**src/core/cioc_regs.vh**
```
`ifndef CIOC_REGS_VH
`define CIOC_REGS_VH

// ============================================================
// Timebase
`define CIOC_CLK_KHZ        25000
`define CIOC_TICK_US        1

// ============================================================
// Setting ranges in microseconds
`define CIOC_FILTER_MAX_US  24'h0F4240
`define CIOC_WIDTH_MAX_US   24'h000064
`define CIOC_DELAY_MAX_US   24'h989680

// ============================================================
// Setting widths and counts of lines
`define CIOC_FILTER_W       20
`define CIOC_WIDTH_W        7
`define CIOC_DELAY_W        24
`define CIOC_CFG_W          24
`define CIOC_IN_LINES       2
`define CIOC_OUT_LINES      4
`define CIOC_TRIG_KINDS     2

// ============================================================
// Parameter codes for the configuration port
`define CIOC_PARAM_FILTER   2'h0
`define CIOC_PARAM_WIDTH    2'h1
`define CIOC_PARAM_DELAY    2'h2

// ============================================================
// Trigger kinds and status choices
`define CIOC_TRIG_ACQ       1'h0
`define CIOC_TRIG_FRAME     1'h1
`define CIOC_STAT_FRAME_WAIT 2'h0

// ============================================================
// Reset values of the settings
`define CIOC_RST_FILTER     20'h00000
`define CIOC_RST_WIDTH      7'h00
`define CIOC_RST_DELAY      24'h000000

`endif

```
**src/core/cioc_us_timer.v**
```verilog
`timescale 1ns/100ps

// ============================================================
// Microsecond timer: runs for i_len_us ticks, then pulses o_done.
// The prescaler starts at one so that a registered consumer sees
// exactly i_len_us * (PRE_LAST + 1) cycles from the start edge.
module cioc_us_timer #(
    parameter             LEN_W    = 24,
    parameter             PRE_W    = 5,
    parameter [PRE_W-1:0] PRE_LAST = 5'h18
) (
    // Clock and reset
    input  wire             i_sys_clk,
    input  wire             i_reset_n,
    // Control
    input  wire             i_start,
    input  wire             i_abort,
    input  wire [LEN_W-1:0] i_len_us,
    // Status
    output wire             o_busy,
    output wire             o_done
);

    localparam [LEN_W-1:0] LEN_ONE = {{(LEN_W-1){1'b0}}, 1'b1};
    localparam [PRE_W-1:0] PRE_ONE = {{(PRE_W-1){1'b0}}, 1'b1};

    reg             busy_q;
    reg             busy_d;
    reg             done_q;
    reg             done_d;
    reg [LEN_W-1:0] rem_q;
    reg [LEN_W-1:0] rem_d;
    reg [PRE_W-1:0] pre_q;
    reg [PRE_W-1:0] pre_d;

    always @* begin
        busy_d = busy_q;
        done_d = 1'b0;
        rem_d  = rem_q;
        pre_d  = pre_q;
        if (i_abort) begin
            busy_d = 1'b0;
        end else if (i_start) begin
            if (i_len_us == {LEN_W{1'b0}}) begin
                busy_d = 1'b0;
                done_d = 1'b1;
            end else begin
                busy_d = 1'b1;
                rem_d  = i_len_us;
                pre_d  = PRE_ONE;
            end
        end else if (busy_q) begin
            if (pre_q == PRE_LAST) begin
                pre_d = {PRE_W{1'b0}};
                if (rem_q == LEN_ONE) begin
                    busy_d = 1'b0;
                    done_d = 1'b1;
                end else begin
                    rem_d = rem_q - LEN_ONE;
                end
            end else begin
                pre_d = pre_q + PRE_ONE;
            end
        end
    end

    always @(posedge i_sys_clk or negedge i_reset_n) begin
        if (!i_reset_n) begin
            busy_q <= 1'b0;
            done_q <= 1'b0;
            rem_q  <= {LEN_W{1'b0}};
            pre_q  <= {PRE_W{1'b0}};
        end else begin
            busy_q <= busy_d;
            done_q <= done_d;
            rem_q  <= rem_d;
            pre_q  <= pre_d;
        end
    end

    assign o_busy = busy_q;
    assign o_done = done_q;

endmodule // cioc_us_timer

```
**src/core/cioc_top.v**
```verilog
`timescale 1ns/100ps
`include "cioc_regs.vh"

// How it works
// - An input level counts as valid only after holding for the filter time.
// - Input pulses shorter than the filter time never reach the outputs.
// - A valid input edge appears internally three clock cycles after a nonzero filter time, four cycles after the pin edge with zero filter time.
// - Filter time is set in microseconds, zero up to one second.
// - Each of two input lines has its own filter time, picked by line select.
// - Output pulses shorter than minimum width are stretched to exactly it.
// - Output pulses at or above the minimum width pass unchanged.
// - Minimum output width is set in microseconds, zero to one hundred.
// - Each of four output lines has its own minimum width, by line select.
// - A hardware trigger takes effect a programmed delay after its arrival.
// - Trigger delay spans zero to ten million microseconds; zero means none.
// - Standard mode gives acquisition and frame start triggers own delays.
// - Legacy mode applies the delay to the acquisition start trigger only.
// - Delay is skipped when trigger mode is off or trigger is software.
// - Standard mode ready flag shows whether a frame start is accepted.
// - Legacy mode ready flag shows whether an acquisition start is accepted.
// - Ready flag is read with the frame trigger wait status choice.
// - No status reports completion of an acquisition start command.
module cioc_top #(
    parameter [23:0] FILTER_MAX_US = `CIOC_FILTER_MAX_US,
    parameter [23:0] WIDTH_MAX_US  = `CIOC_WIDTH_MAX_US,
    parameter [23:0] DELAY_MAX_US  = `CIOC_DELAY_MAX_US
) (
    // Clock and reset
    input  wire                  i_sys_clk,
    input  wire                  i_reset_n,
    // Configuration port
    input  wire                  i_cfg_we,
    input  wire [1:0]            i_cfg_param,
    input  wire [1:0]            i_io_line_select,
    input  wire                  i_trigger_kind_select,
    input  wire [23:0]           i_cfg_data,
    output wire [23:0]           o_cfg_rdata,
    // Input lines from pins
    input  wire [1:0]            i_line_in_pin,
    output wire [1:0]            o_line_in,
    // Output lines from internal logic to pins
    input  wire [3:0]            i_line_out_src,
    output wire [3:0]            o_line_out_pin,
    // Triggers, bit 0 acquisition start, bit 1 frame start
    input  wire                  i_legacy_mode,
    input  wire [1:0]            i_trig_mode_on,
    input  wire [1:0]            i_hw_trig,
    input  wire [1:0]            i_sw_trig,
    input  wire [1:0]            i_int_trig,
    output wire [1:0]            o_trig,
    output wire [1:0]            o_trig_dropped,
    // Ready status
    input  wire [1:0]            i_ready_status_select,
    input  wire                  i_acq_trig_ready,
    input  wire                  i_frame_trig_ready,
    output wire                  o_ready_flag
);

    // ============================================================
    // Shared microsecond timebase
    localparam [31:0] CYC_PER_TICK = `CIOC_CLK_KHZ * `CIOC_TICK_US / 1000;
    localparam [31:0] PRE_LAST_32  = CYC_PER_TICK - 32'h1;
    localparam        PRE_W        = 5;
    localparam [PRE_W-1:0] PRE_LAST = PRE_LAST_32[PRE_W-1:0];

    function [23:0] clamp;
        input [23:0] val;
        input [23:0] lim;
        begin
            clamp = (val > lim) ? lim : val;
        end
    endfunction

    wire [23:0] filt_val  = clamp(i_cfg_data, FILTER_MAX_US);
    wire [23:0] width_val = clamp(i_cfg_data, WIDTH_MAX_US);
    wire [23:0] delay_val = clamp(i_cfg_data, DELAY_MAX_US);

    wire [`CIOC_FILTER_W*2-1:0] filt_all;
    wire [`CIOC_WIDTH_W*4-1:0]  width_all;
    wire [`CIOC_DELAY_W*2-1:0]  delay_all;
    wire [1:0]                  trig_busy;

    // ============================================================
    // Input filters
    genvar gi;
    generate
        for (gi = 0; gi < `CIOC_IN_LINES; gi = gi + 1) begin : g_in
            reg  [`CIOC_FILTER_W-1:0] filt_us_q;
            reg                       meta_q;
            reg                       sync_q;
            reg                       cand_q;
            reg                       stable_q;
            wire                      change;
            wire                      done;

            always @(posedge i_sys_clk or negedge i_reset_n) begin
                if (!i_reset_n) begin
                    filt_us_q <= `CIOC_RST_FILTER;
                end else if (i_cfg_we && i_cfg_param == `CIOC_PARAM_FILTER &&
                             i_io_line_select == gi) begin
                    filt_us_q <= filt_val[`CIOC_FILTER_W-1:0];
                end
            end

            always @(posedge i_sys_clk or negedge i_reset_n) begin
                if (!i_reset_n) begin
                    meta_q   <= 1'b0;
                    sync_q   <= 1'b0;
                    cand_q   <= 1'b0;
                    stable_q <= 1'b0;
                end else begin
                    meta_q <= i_line_in_pin[gi];
                    sync_q <= meta_q;
                    cand_q <= sync_q;
                    if (done) begin
                        stable_q <= cand_q;
                    end
                end
            end

            assign change = sync_q ^ cand_q;

            cioc_us_timer #(
                .LEN_W    (`CIOC_FILTER_W),
                .PRE_W    (PRE_W),
                .PRE_LAST (PRE_LAST)
            ) u_filt (
                .i_sys_clk (i_sys_clk),
                .i_reset_n (i_reset_n),
                .i_start   (change),
                .i_abort   (1'b0),
                .i_len_us  (filt_us_q),
                .o_busy    (),
                .o_done    (done)
            );

            assign o_line_in[gi] = stable_q;
            assign filt_all[gi*`CIOC_FILTER_W +: `CIOC_FILTER_W] = filt_us_q;
        end
    endgenerate

    // ============================================================
    // Output pulse stretchers
    generate
        for (gi = 0; gi < `CIOC_OUT_LINES; gi = gi + 1) begin : g_out
            reg  [`CIOC_WIDTH_W-1:0] width_us_q;
            reg                      src_prev_q;
            reg                      pin_q;
            wire                     rise;
            wire                     busy;

            always @(posedge i_sys_clk or negedge i_reset_n) begin
                if (!i_reset_n) begin
                    width_us_q <= `CIOC_RST_WIDTH;
                end else if (i_cfg_we && i_cfg_param == `CIOC_PARAM_WIDTH &&
                             i_io_line_select == gi) begin
                    width_us_q <= width_val[`CIOC_WIDTH_W-1:0];
                end
            end

            assign rise = i_line_out_src[gi] & ~src_prev_q;

            always @(posedge i_sys_clk or negedge i_reset_n) begin
                if (!i_reset_n) begin
                    src_prev_q <= 1'b0;
                    pin_q      <= 1'b0;
                end else begin
                    src_prev_q <= i_line_out_src[gi];
                    pin_q      <= i_line_out_src[gi] | busy;
                end
            end

            cioc_us_timer #(
                .LEN_W    (`CIOC_WIDTH_W),
                .PRE_W    (PRE_W),
                .PRE_LAST (PRE_LAST)
            ) u_width (
                .i_sys_clk (i_sys_clk),
                .i_reset_n (i_reset_n),
                .i_start   (rise),
                .i_abort   (1'b0),
                .i_len_us  (width_us_q),
                .o_busy    (busy),
                .o_done    ()
            );

            assign o_line_out_pin[gi] = pin_q;
            assign width_all[gi*`CIOC_WIDTH_W +: `CIOC_WIDTH_W] = width_us_q;
        end
    endgenerate

    // ============================================================
    // Trigger delays
    generate
        for (gi = 0; gi < `CIOC_TRIG_KINDS; gi = gi + 1) begin : g_trig
            reg  [`CIOC_DELAY_W-1:0] delay_us_q;
            reg                      trig_q;
            reg                      drop_q;
            wire                     applies;
            wire                     zero;
            wire                     start;
            wire                     direct;
            wire                     busy;
            wire                     done;

            always @(posedge i_sys_clk or negedge i_reset_n) begin
                if (!i_reset_n) begin
                    delay_us_q <= `CIOC_RST_DELAY;
                end else if (i_cfg_we && i_cfg_param == `CIOC_PARAM_DELAY &&
                             i_trigger_kind_select == gi) begin
                    delay_us_q <= delay_val[`CIOC_DELAY_W-1:0];
                end
            end

            assign applies = i_trig_mode_on[gi] &
                             ((gi == `CIOC_TRIG_ACQ) | ~i_legacy_mode);
            assign zero    = (delay_us_q == {`CIOC_DELAY_W{1'b0}});
            assign start   = i_hw_trig[gi] & applies & ~zero & ~busy;
            assign direct  = i_trig_mode_on[gi] ?
                             (i_sw_trig[gi] |
                              (i_hw_trig[gi] & (~applies | zero))) :
                             i_int_trig[gi];

            always @(posedge i_sys_clk or negedge i_reset_n) begin
                if (!i_reset_n) begin
                    trig_q <= 1'b0;
                    drop_q <= 1'b0;
                end else begin
                    trig_q <= direct | done;
                    drop_q <= i_hw_trig[gi] & applies & ~zero & busy;
                end
            end

            cioc_us_timer #(
                .LEN_W    (`CIOC_DELAY_W),
                .PRE_W    (PRE_W),
                .PRE_LAST (PRE_LAST)
            ) u_delay (
                .i_sys_clk (i_sys_clk),
                .i_reset_n (i_reset_n),
                .i_start   (start),
                .i_abort   (~applies),
                .i_len_us  (delay_us_q),
                .o_busy    (busy),
                .o_done    (done)
            );

            assign o_trig[gi]         = trig_q;
            assign o_trig_dropped[gi] = drop_q;
            assign trig_busy[gi]      = busy;
            assign delay_all[gi*`CIOC_DELAY_W +: `CIOC_DELAY_W] = delay_us_q;
        end
    endgenerate

    // ============================================================
    // Ready flag
    // A pending delayed frame start (acquisition start in legacy mode) makes the flag false, since a second
    // hardware trigger of that kind would be dropped until it fires.
    reg ready_q;
    reg ready_d;

    always @* begin
        ready_d = 1'b0;
        if (i_ready_status_select == `CIOC_STAT_FRAME_WAIT) begin
            if (i_legacy_mode) begin
                ready_d = i_acq_trig_ready & ~trig_busy[0];
            end else begin
                ready_d = i_frame_trig_ready & ~trig_busy[1];
            end
        end
    end

    // ============================================================
    // Setting readback
    reg [23:0] rdata_q;
    reg [23:0] rdata_d;

    always @* begin
        rdata_d = 24'h000000;
        case (i_cfg_param)
            `CIOC_PARAM_FILTER: begin
                if (i_io_line_select[1] == 1'b0) begin
                    rdata_d[`CIOC_FILTER_W-1:0] =
                        filt_all[i_io_line_select[0]*`CIOC_FILTER_W +:
                                 `CIOC_FILTER_W];
                end
            end
            `CIOC_PARAM_WIDTH: begin
                rdata_d[`CIOC_WIDTH_W-1:0] =
                    width_all[i_io_line_select*`CIOC_WIDTH_W +:
                              `CIOC_WIDTH_W];
            end
            `CIOC_PARAM_DELAY: begin
                rdata_d = delay_all[i_trigger_kind_select*`CIOC_DELAY_W +:
                                    `CIOC_DELAY_W];
            end
            default: begin
                rdata_d = 24'h000000;
            end
        endcase
    end

    always @(posedge i_sys_clk or negedge i_reset_n) begin
        if (!i_reset_n) begin
            ready_q <= 1'b0;
            rdata_q <= 24'h000000;
        end else begin
            ready_q <= ready_d;
            rdata_q <= rdata_d;
        end
    end

    assign o_ready_flag = ready_q;
    assign o_cfg_rdata  = rdata_q;

endmodule // cioc_top

```
**config.mk**
```make
export PLATFORM = sky130hd
export DESIGN_NAME = cioc_top
export DESIGN_NICKNAME = d
export VERILOG_FILES = /design/src/core/cioc_us_timer.v /design/src/core/cioc_top.v
export VERILOG_INCLUDE_DIRS = /design/src /design/src/core
export SDC_FILE = /design/constraint.sdc
export NUM_CORES = 1
export LEC_CHECK = 0
export ABC_CLOCK_PERIOD_IN_PS = 6260
export BUFFER_PORTS_ARGS = -buffer_cell sky130_fd_sc_hd__buf_2
export CELL_PAD_IN_SITES_DETAIL_PLACEMENT = 0
export CELL_PAD_IN_SITES_GLOBAL_PLACEMENT = 1
export CORE_MARGIN = 4
export CORE_UTILIZATION = 52
export CTS_CLUSTER_DIAMETER = 200
export DETAILED_ROUTE_END_ITERATION = 10
export HOLD_SLACK_MARGIN = 0.12
export MAX_ROUTING_LAYER = met4
export PLACE_DENSITY = 0.95
export SLEW_MARGIN = 0
export SYNTH_ARGS = -nofsm -noshare
export SYNTH_HDL_FRONTEND = slang
export SYNTH_SLANG_ARGS = --single-unit
```
**constraint.sdc**
```tcl
create_clock -name i_sys_clk -period 6.26 [get_ports i_sys_clk]
set_input_delay 0.313 -clock i_sys_clk [delete_from_list [all_inputs] [get_ports i_sys_clk]]
set_output_delay 0.313 -clock i_sys_clk [all_outputs]
set_load 0.01 [all_outputs]
```
==> impl_summary.md, run 1 <==
Clocking
TritonCTS built the clock tree. The insertion delay to the later sink of the worst-skew pair is 0.53 ns. Clock-pin slew was measured on the worst setup and hold paths at 0.06 ns. The total clock buffers created by CTS is 37. Post-CTS repair changed the size of 0 cells. The buffer type at the clock tree root is sky130_fd_sc_hd__clkbuf_16. The depth of the CTS H-tree is 2.

The clock net sink count is 329. The maximum buffer depth of the clock tree is 3.

Yosys
The fraction of the mapped netlist area in adder cells is 2.26%. Sorting the synthesized cells by area gives the leading types as sky130_fd_sc_hd__dfrtp_1 (46%), sky130_fd_sc_hd__nor2_1 (4.3%), sky130_fd_sc_hd__o21ai_0 (3.5%). The largest family of logic cells by synthesized area is compound AO/OA/AOI/OAI gates.

The post-synthesis mux area share is 6.72%. Synthesis inferred 329 register bits. The count of distinct cell types in the synthesized netlist is 72.

The synthesized-area fraction occupied by xor and xnor cells is 0.395%. Summing the areas of all compound-gate instances in the mapped netlist gives 20.8% of the synthesized area. The sequential area share after synthesis is 46.4%. In the synthesized netlist the async set-or-reset flop fraction comes to 100%. The proportion of netlist area held by the largest area contributor is 46.4%. The synthesis warning total is 0. The flip-flop cell with the highest count after synthesis is sky130_fd_sc_hd__dfrtp_1. The cell accounting for the most synthesized area is sky130_fd_sc_hd__dfrtp_1. The area of the mapped netlist is 17700 µm².

After technology mapping, the gate count stands at 1898. The number of nets handed over by synthesis was 1981. The commonest cells after synthesis are sky130_fd_sc_hd__dfrtp_1 (329), sky130_fd_sc_hd__nor2_1 (202), sky130_fd_sc_hd__o21ai_0 (123). A synthesized cell averages 9.35 µm².

The most used standard cell by instance count after synthesis is sky130_fd_sc_hd__dfrtp_1. Of the total synthesized cell area, the portion taken by AND, OR, NAND and NOR gates is 18.9%. The number of flops mapped to enable cells by yosys is 0.

Detailed routing
The final route contains 15300 vias. After the first detailed-routing iteration, the DRC count stood at 1331. Dividing the detail-routed via count by the number of cells gives 6.37.

After detailed routing, the average wire length per cell comes to 20.4 µm. The final routed wirelength across all metal layers is 49200 µm. In the routed design, unresolved DRC markers number 0. The detail route stage leaves a number of antenna-violating nets equal to 0. The number of iterations in the first detailed-routing pass is 6.

Global route
The first global-routing pass estimated 79200 µm of wire. The via count of the first global-routing pass is 14900. For this run the aggregate overflow at the end of global routing stands at 0. The initial antenna violation count came to 1. The combined global-route utilization of all metal layers is 27.1%. The pin count of the biggest net entering global routing is 158.

STA
The slew at the pin closest to its max-slew limit is 1.23 ns. The final critical path time including I/O delays and setup is 3.18 ns. The final critical-path share of the clock period is 50.8%. Across all hold checks on the routed design, the worst slack comes to 0.118 ns. The number of setup violations in the final report is 0. Setup repair after global routing left no endpoint under its margin. The number of hold-slack violations in the final timing report is 0.

The worst pin sits at a relative slew slack of 18.0%. For the final database, setup skew stands at 0.0202 ns. The setup TNS after final layout is 0 ns. The final number of max-transition violations was 0. The maximum clock frequency is 314 MHz.

Floorplan
The floorplan step defined a die boundary enclosing 37100 µm². The die is 193 µm tall. After floorplanning, the core was sized to cover 33600 µm². The top-level port count is 86. Once the floorplan was initialized, standard cells occupied 52.8% of the core. After floorplanning, the core was divided into 67 placement rows. The floorplan step set the die width to 193 µm.

Pwr
In this run the power density over the cells is 361 nW/µm². The net switching power of the design is 2460 µW. Sequential cells account for 45.0% of the total power.

The analysis attributes to cell leakage a power of 0.00860 µW. The combinational share of power is 24.1%. Cell internal power was estimated by the tool at 4700 µW. Net switching is 34.4% of the power. The maximum vdd ir drop is 0.000188 V. Overall power consumption after layout is estimated at 7160 µW. The clock network burns 30.8% of the power.

Place
The number of placed instances, taps included, is 2327. Routability-driven placement finished with a final weighted congestion of 0.921. Buffers placed on the I/O ports in this run total 85. The half-perimeter wire length of the detailed placement result is 33300 µm. Summing all placed instances gives a cell area of 18400 µm².

Min path
In this run the worst hold path is classified as in -> reg.

Critical path
By startpoint and endpoint, the worst setup path is classified as reg -> reg. Data on the critical path is required at its endpoint by 6.70 ns. The element type at the critical path end is a register. The startpoint type of the worst setup path is a register.

In this run the register-to-register setup slack is 3.08 ns. STA puts the critical path data arrival time at 3.62 ns. The largest fanout of any net on the critical path is 26.

Final layout
The number of nets at the end of the flow is 2017. The count of antenna diodes in the layout is 0. The final non-filler cell total is 2406.

Cells with a size suffix above 1 make up 12.5% of the layout. The finished cells cover 19800 µm². The relative area change from synthesis to final layout is 11.6%.

Run status
The flow ran to the end, and the final reports show no timing, DRC or antenna violations.

Flow run
The max-cap check violation count is 0.
## area by class of cell
cell class                 count  area, µm²
clock inverter                14        156
timing repair buffer         119        743
tap                          448        561
clock buffer                  49       1060
sequential                   329       8230
fill                        2882      13800
multi-input combinational   1372       8760
inverter                      75        282
## kinds of logic after synthesis
logic type,after synthesis
AOI/OAI and AO/OA,560
muxes,105
xor gates and xnor gates,8
DFF,329
and+or+nand+nor,667
adders and majority gates,32
buffers and inverters,197
## per-layer routing
layer / up-vias / global-route usage [%] / share of wire, %
li1: 7131 / - / -
met1: 7520 / 36.2 / 42
met2: 575 / 42.3 / 47
met3: 106 / 5.39 / 7.6
met4: 0 / 7.93 / 2.9
met5: - / - / 0
## worst max-delay path, stage by stage (launching register included)
cell	delay, ns
sky130_fd_sc_hd__dfrtp_1	0.42
sky130_fd_sc_hd__or3_1	0.47
sky130_fd_sc_hd__or4_4	0.47
sky130_fd_sc_hd__o41a_1	0.81
sky130_fd_sc_hd__nand2_1	0.71
sky130_fd_sc_hd__a2bb2oi_1	0.23
## flip-flops by register name (all words and copies together), names as in the netlist, 2 cells and up
signal                 count
g_out.pin_q                4
g_in.u_filt.pre_q         10
g_out.u_width.rem_q       28
g_in.u_filt.o_done         2
g_trig.drop_q              2
g_in.meta_q                2
o_cfg_rdata               24
g_out.u_width.o_busy       4
g_in.u_filt.rem_q         40
g_out.u_width.pre_q       20
g_in.u_filt.o_busy         2
g_trig.delay_us_q         48
g_in.filt_us_q            40
g_trig.u_delay.o_busy      2
g_out.width_us_q          28
g_trig.u_delay.rem_q      48
g_trig.u_delay.o_done      2
g_in.sync_q                2
g_in.stable_q              2
g_trig.trig_q              2
g_trig.u_delay.pre_q      10
g_in.cand_q                2
g_out.src_prev_q           4
## per-stage QoR
step	util (%)	setup WS, ns
2_1_floorplan	-	3.72
3_3_place_gp	54.8	3.15
3_5_place_dp	54.8	3.11
4_1_cts	58.9	3.11
5_1_grt	58.9	2.73
6_report	58.9	3.08
## power by group through the flow
stage               logic (µW)  clock network, µW  registers, µW
floorplan                 1310                  0           3060
global placement          1630                  0           3220
detailed placement        1700                  0           3240
CTS                       1720               2240           3210
global route              1950               2340           3300
finish                    1730               2210           3220
## worst paths after layout
path	from	to	depth (start not counted)
worst min register to register	g_in[1].meta_q	g_in[1].sync_q	0
worst max register to register	g_trig[1].u_delay.rem_q[14]	g_trig[1].u_delay.rem_q[17]	5
max in group asynchronous	i_reset_n	g_out[1].u_width.rem_q[3]	3
min in group asynchronous	i_reset_n	g_trig[0].trig_q	2
worst max-delay path	g_trig[1].u_delay.rem_q[14]	g_trig[1].u_delay.rem_q[17]	5
worst min-delay path	i_sw_trig[0]	g_trig[0].trig_q	3
## repair_timing
action / 4_1_cts / 5_1_grt
hold buffers: 16 / 0
hold endpoints to repair: 109 / 0
buffers inserted: 0 / 0
## cells in the final DEF (no fill, tap or decap), drive strengths merged, types with 25 or more instances in the layout
cell and count:
a21oi 113, a22o 32, a22oi 43, a31oi 43, buf 103, clkbuf 49
dfrtp 329, ha 32, inv 76, mux2 43, mux2i 55, nand2 122
nand3 48, nor2 202, nor3 71, nor4 53, o211ai 25, o21ai 125
o22ai 35, o2bb2ai 38
Power figures use the tool's default switching activity.
==> inputs of run 2 (changes only) <==
ABC_CLOCK_PERIOD_IN_PS = 3300   (was 6260)
CORE_UTILIZATION = 48   (was 52)
PLACE_DENSITY = 0.91   (was 0.95)
clock period = 3.3 ns   (was 6.26 ns; I/O delays follow)
==> run 2 against run 1 <==
Effect of this change:
- maximum frequency rose by 13%
- worst hold slack improved by 0.074 ns
- die area rose by 8.0%
- register-to-register slack got worse by 2.6 ns
- count of clock-buffer cells in the layout fell by 4
==> impl_summary.md, run 2 (synthesis gave the netlist of run 1 again) <==
Critical path
On the critical path, the stage with the largest delay is an instance of sky130_fd_sc_hd__o41a_1. In this design, the stage delay of the slowest critical-path cell is 0.69 ns. Traced cell by cell, the critical path runs through or3_4 > or4_4 > o41a_1 > nand2_1 > buf_4 > a2bb2oi_1. The startpoint type of the worst setup path is a register.

The largest fanout of any net on the critical path is 16. The worst reg-to-reg setup slack is 0.49 ns. The critical path is of the reg -> reg type. On the critical path the largest part of the delay comes from simple AND/OR/NAND/NOR gates.

At the worst endpoint, the arrival time is 3.26 ns. The element type at the critical path end is a register. Together, buffers and inverters on the worst path number 1.

Data on the critical path is required at its endpoint by 3.75 ns.

Place
The area of placed instances is 18700 µm². The half-perimeter wire length of the detailed placement result is 33900 µm. The number of port buffers is 85. Before CTS, the worst setup slack after placement is 0.523 ns. Routability-driven placement finished with a final weighted congestion of 0.948.

STA
The final setup slack of the worst path is 0.491 ns. The setup TNS after final layout is 0 ns. After layout, the worst path uses 85.1% of the clock period. The normalized max-slew margin is 37.0%. The final number of max-transition violations is 0. Setup repair after global routing left no endpoint under its margin. The number of hold-slack violations in the final timing report is 0. On the final layout, the worst clock skew is 0.0193 ns. The maximum clock frequency is 356 MHz.

The worst path in the final design needs a cycle of 2.81 ns, including I/O delays and setup. For the pin with the worst max-slew slack, the measured transition is 0.945 ns. The number of setup violations in the final report is 0.

Final layout
The final core utilization is 56.2%. The relative area change from synthesis to final layout is 15.7%. The area of all placed cells without fillers is 20500 µm². The final layout contains 2080 nets. Of the cells placed in the final design, the portion with a size suffix greater than 1 is 14.0%. The library cell used most frequently in the layout, excluding fill and tap cells, is sky130_fd_sc_hd__dfrtp_1. The largest registers in the layout are g_trig.delay_us_q: 48 flops, g_trig.u_delay.rem_q: 48 flops. The layout filler cell count is 3212. The top cell types in the final layout, fill and taps aside, are sky130_fd_sc_hd__dfrtp_1 (329), sky130_fd_sc_hd__nor2_1 (202), sky130_fd_sc_hd__o21ai_0 (123), sky130_fd_sc_hd__nand2_1 (122), sky130_fd_sc_hd__a21oi_1 (113).

Detailed routing
The final layout contains routed wiring with a total length of 49800 µm. Before antenna repair, the detailed router went through 5 iterations. The detailed-route vias per instance is 6.27. The residual DRC count is 0. The total via count in the routed design is 15600. The post-detailed-route wirelength per cell is 20.0 µm. The detail route stage leaves a number of antenna-violating nets equal to 0.

The count of routing violations after the opening detailed-route iteration is 1479.

Floorplan
The top-level port count is 86. After floorplanning, the core was divided into 70 placement rows. The area of the placeable core is 36500 µm². The die covers 40100 µm². For this configuration, the core starts out at a cell density of 48.6%. The overall die height is 200 µm. The die width is 200 µm.

Clocking
The insertion delay to the later sink of the worst-skew pair is 0.54 ns. The total clock buffers created by CTS is 37. The maximum buffer depth of the clock tree is 3. The buffer type at the clock tree root is sky130_fd_sc_hd__clkbuf_16. After clock tree synthesis, the clock-pin slew on the worst setup and hold paths is 0.06 ns.

The depth of the CTS H-tree is 2. CTS saw 329 sinks. The post-CTS setup-driven buffer insertion count is 0.

TritonCTS built the clock tree.

Pwr
The total power is 14000 µW. In this run the power density over the cells is 682 nW/µm². The leakage dissipation is 0.00897 µW. The maximum vdd ir drop is 0.000465 V.

Run status
The run finished with clean final reports.

Global route
The global-route congestion overflow total is 0. The initial antenna violation count is 1. The first-pass GRT wire length is 81400 µm. For this run, the total global-route usage over all layers was measured as 25.0%. The pin count of the biggest net entering global routing is 107. The via count of the first global-routing pass was 15100.

Min path
The class of the tightest hold or removal check is in -> reg.

Flow run
Across the run, the number of max-cap violations was 0.
==> run 2: cell count changes in the layout (fill, tap and decap cells not counted), sizes merged <==
cell and delta:
dlygate4sd3 +32, buf +31, clkinv +6, bufinv +4
clkbuf -4, clkinvlp -1, diode +1
==> run 2: report_power, final <==
| group | switching, µW | internal, µW | leakage, µW | total, µW |
|---|---|---|---|---|
| logic | 1870 | 1490 | 0.00420 | 3360 |
| registers | 1120 | 4990 | 0.00410 | 6110 |
| clock network | 1730 | 2800 | 0.000666 | 4530 |
==> run 2: final cells by class <==
type | instances | area, µm² | share of cell area [%]
antenna | 1 | 2.50 | 0.0122
inverter | 75 | 282 | 1.37
multi-input combinational | 1372 | 8760 | 42.7
sequential | 329 | 8230 | 40.1
tap | 468 | 586 | 2.85
clock inverter | 23 | 299 | 1.46
timing repair buffer | 182 | 1320 | 6.44
clock buffer | 45 | 1040 | 5.06
==> run 2: metal layers <==
layer	part of all wire (%)	global-route usage (%)	vias up
met1	43	33.3	7680
met4	2.5	6.44	0
met2	48	39.9	593
met3	7.0	4.94	96
met5	0	-	-
li1	-	-	7267
==> run 2: timing repair <==
| action | CTS | global route |
|---|---|---|
| hold endpoints to repair | 211 | 0 |
| gates resized for setup | 0 | 0 |
| hold buffers | 48 | 0 |
==> run 2: through the flow <==
stage / std cells / hold slack, ns
floorplan: 1898 / -0.131
global placement: 2378 / 0.276
detailed placement: 2378 / 0.275
CTS: 2494 / 0.153
global route: 2495 / 0.200
finish: 2495 / 0.192
==> run 2: worst paths after layout <==
kind | startpoint | endpoint | cells past startpoint
setup / recovery | g_trig[1].u_delay.rem_q[19] | g_trig[1].u_delay.rem_q[17] | 6
hold / removal | i_cfg_we | g_out[0].width_us_q[6] | 5
setup reg to reg | g_trig[1].u_delay.rem_q[19] | g_trig[1].u_delay.rem_q[17] | 6
hold reg to reg | g_in[1].meta_q | g_in[1].sync_q | 0
max in group asynchronous | i_reset_n | g_out[0].u_width.pre_q[2] | 3
min in group asynchronous | i_reset_n | g_trig[0].u_delay.pre_q[4] | 2
==> run 2: worst min-delay path, stage by stage <==
cell and delay, ns:
sky130_fd_sc_hd__buf_2 0.11, sky130_fd_sc_hd__nand2_1 0.07, sky130_fd_sc_hd__nor4_1 0.04, sky130_fd_sc_hd__buf_4 0.16, sky130_fd_sc_hd__a21oi_1 0.12
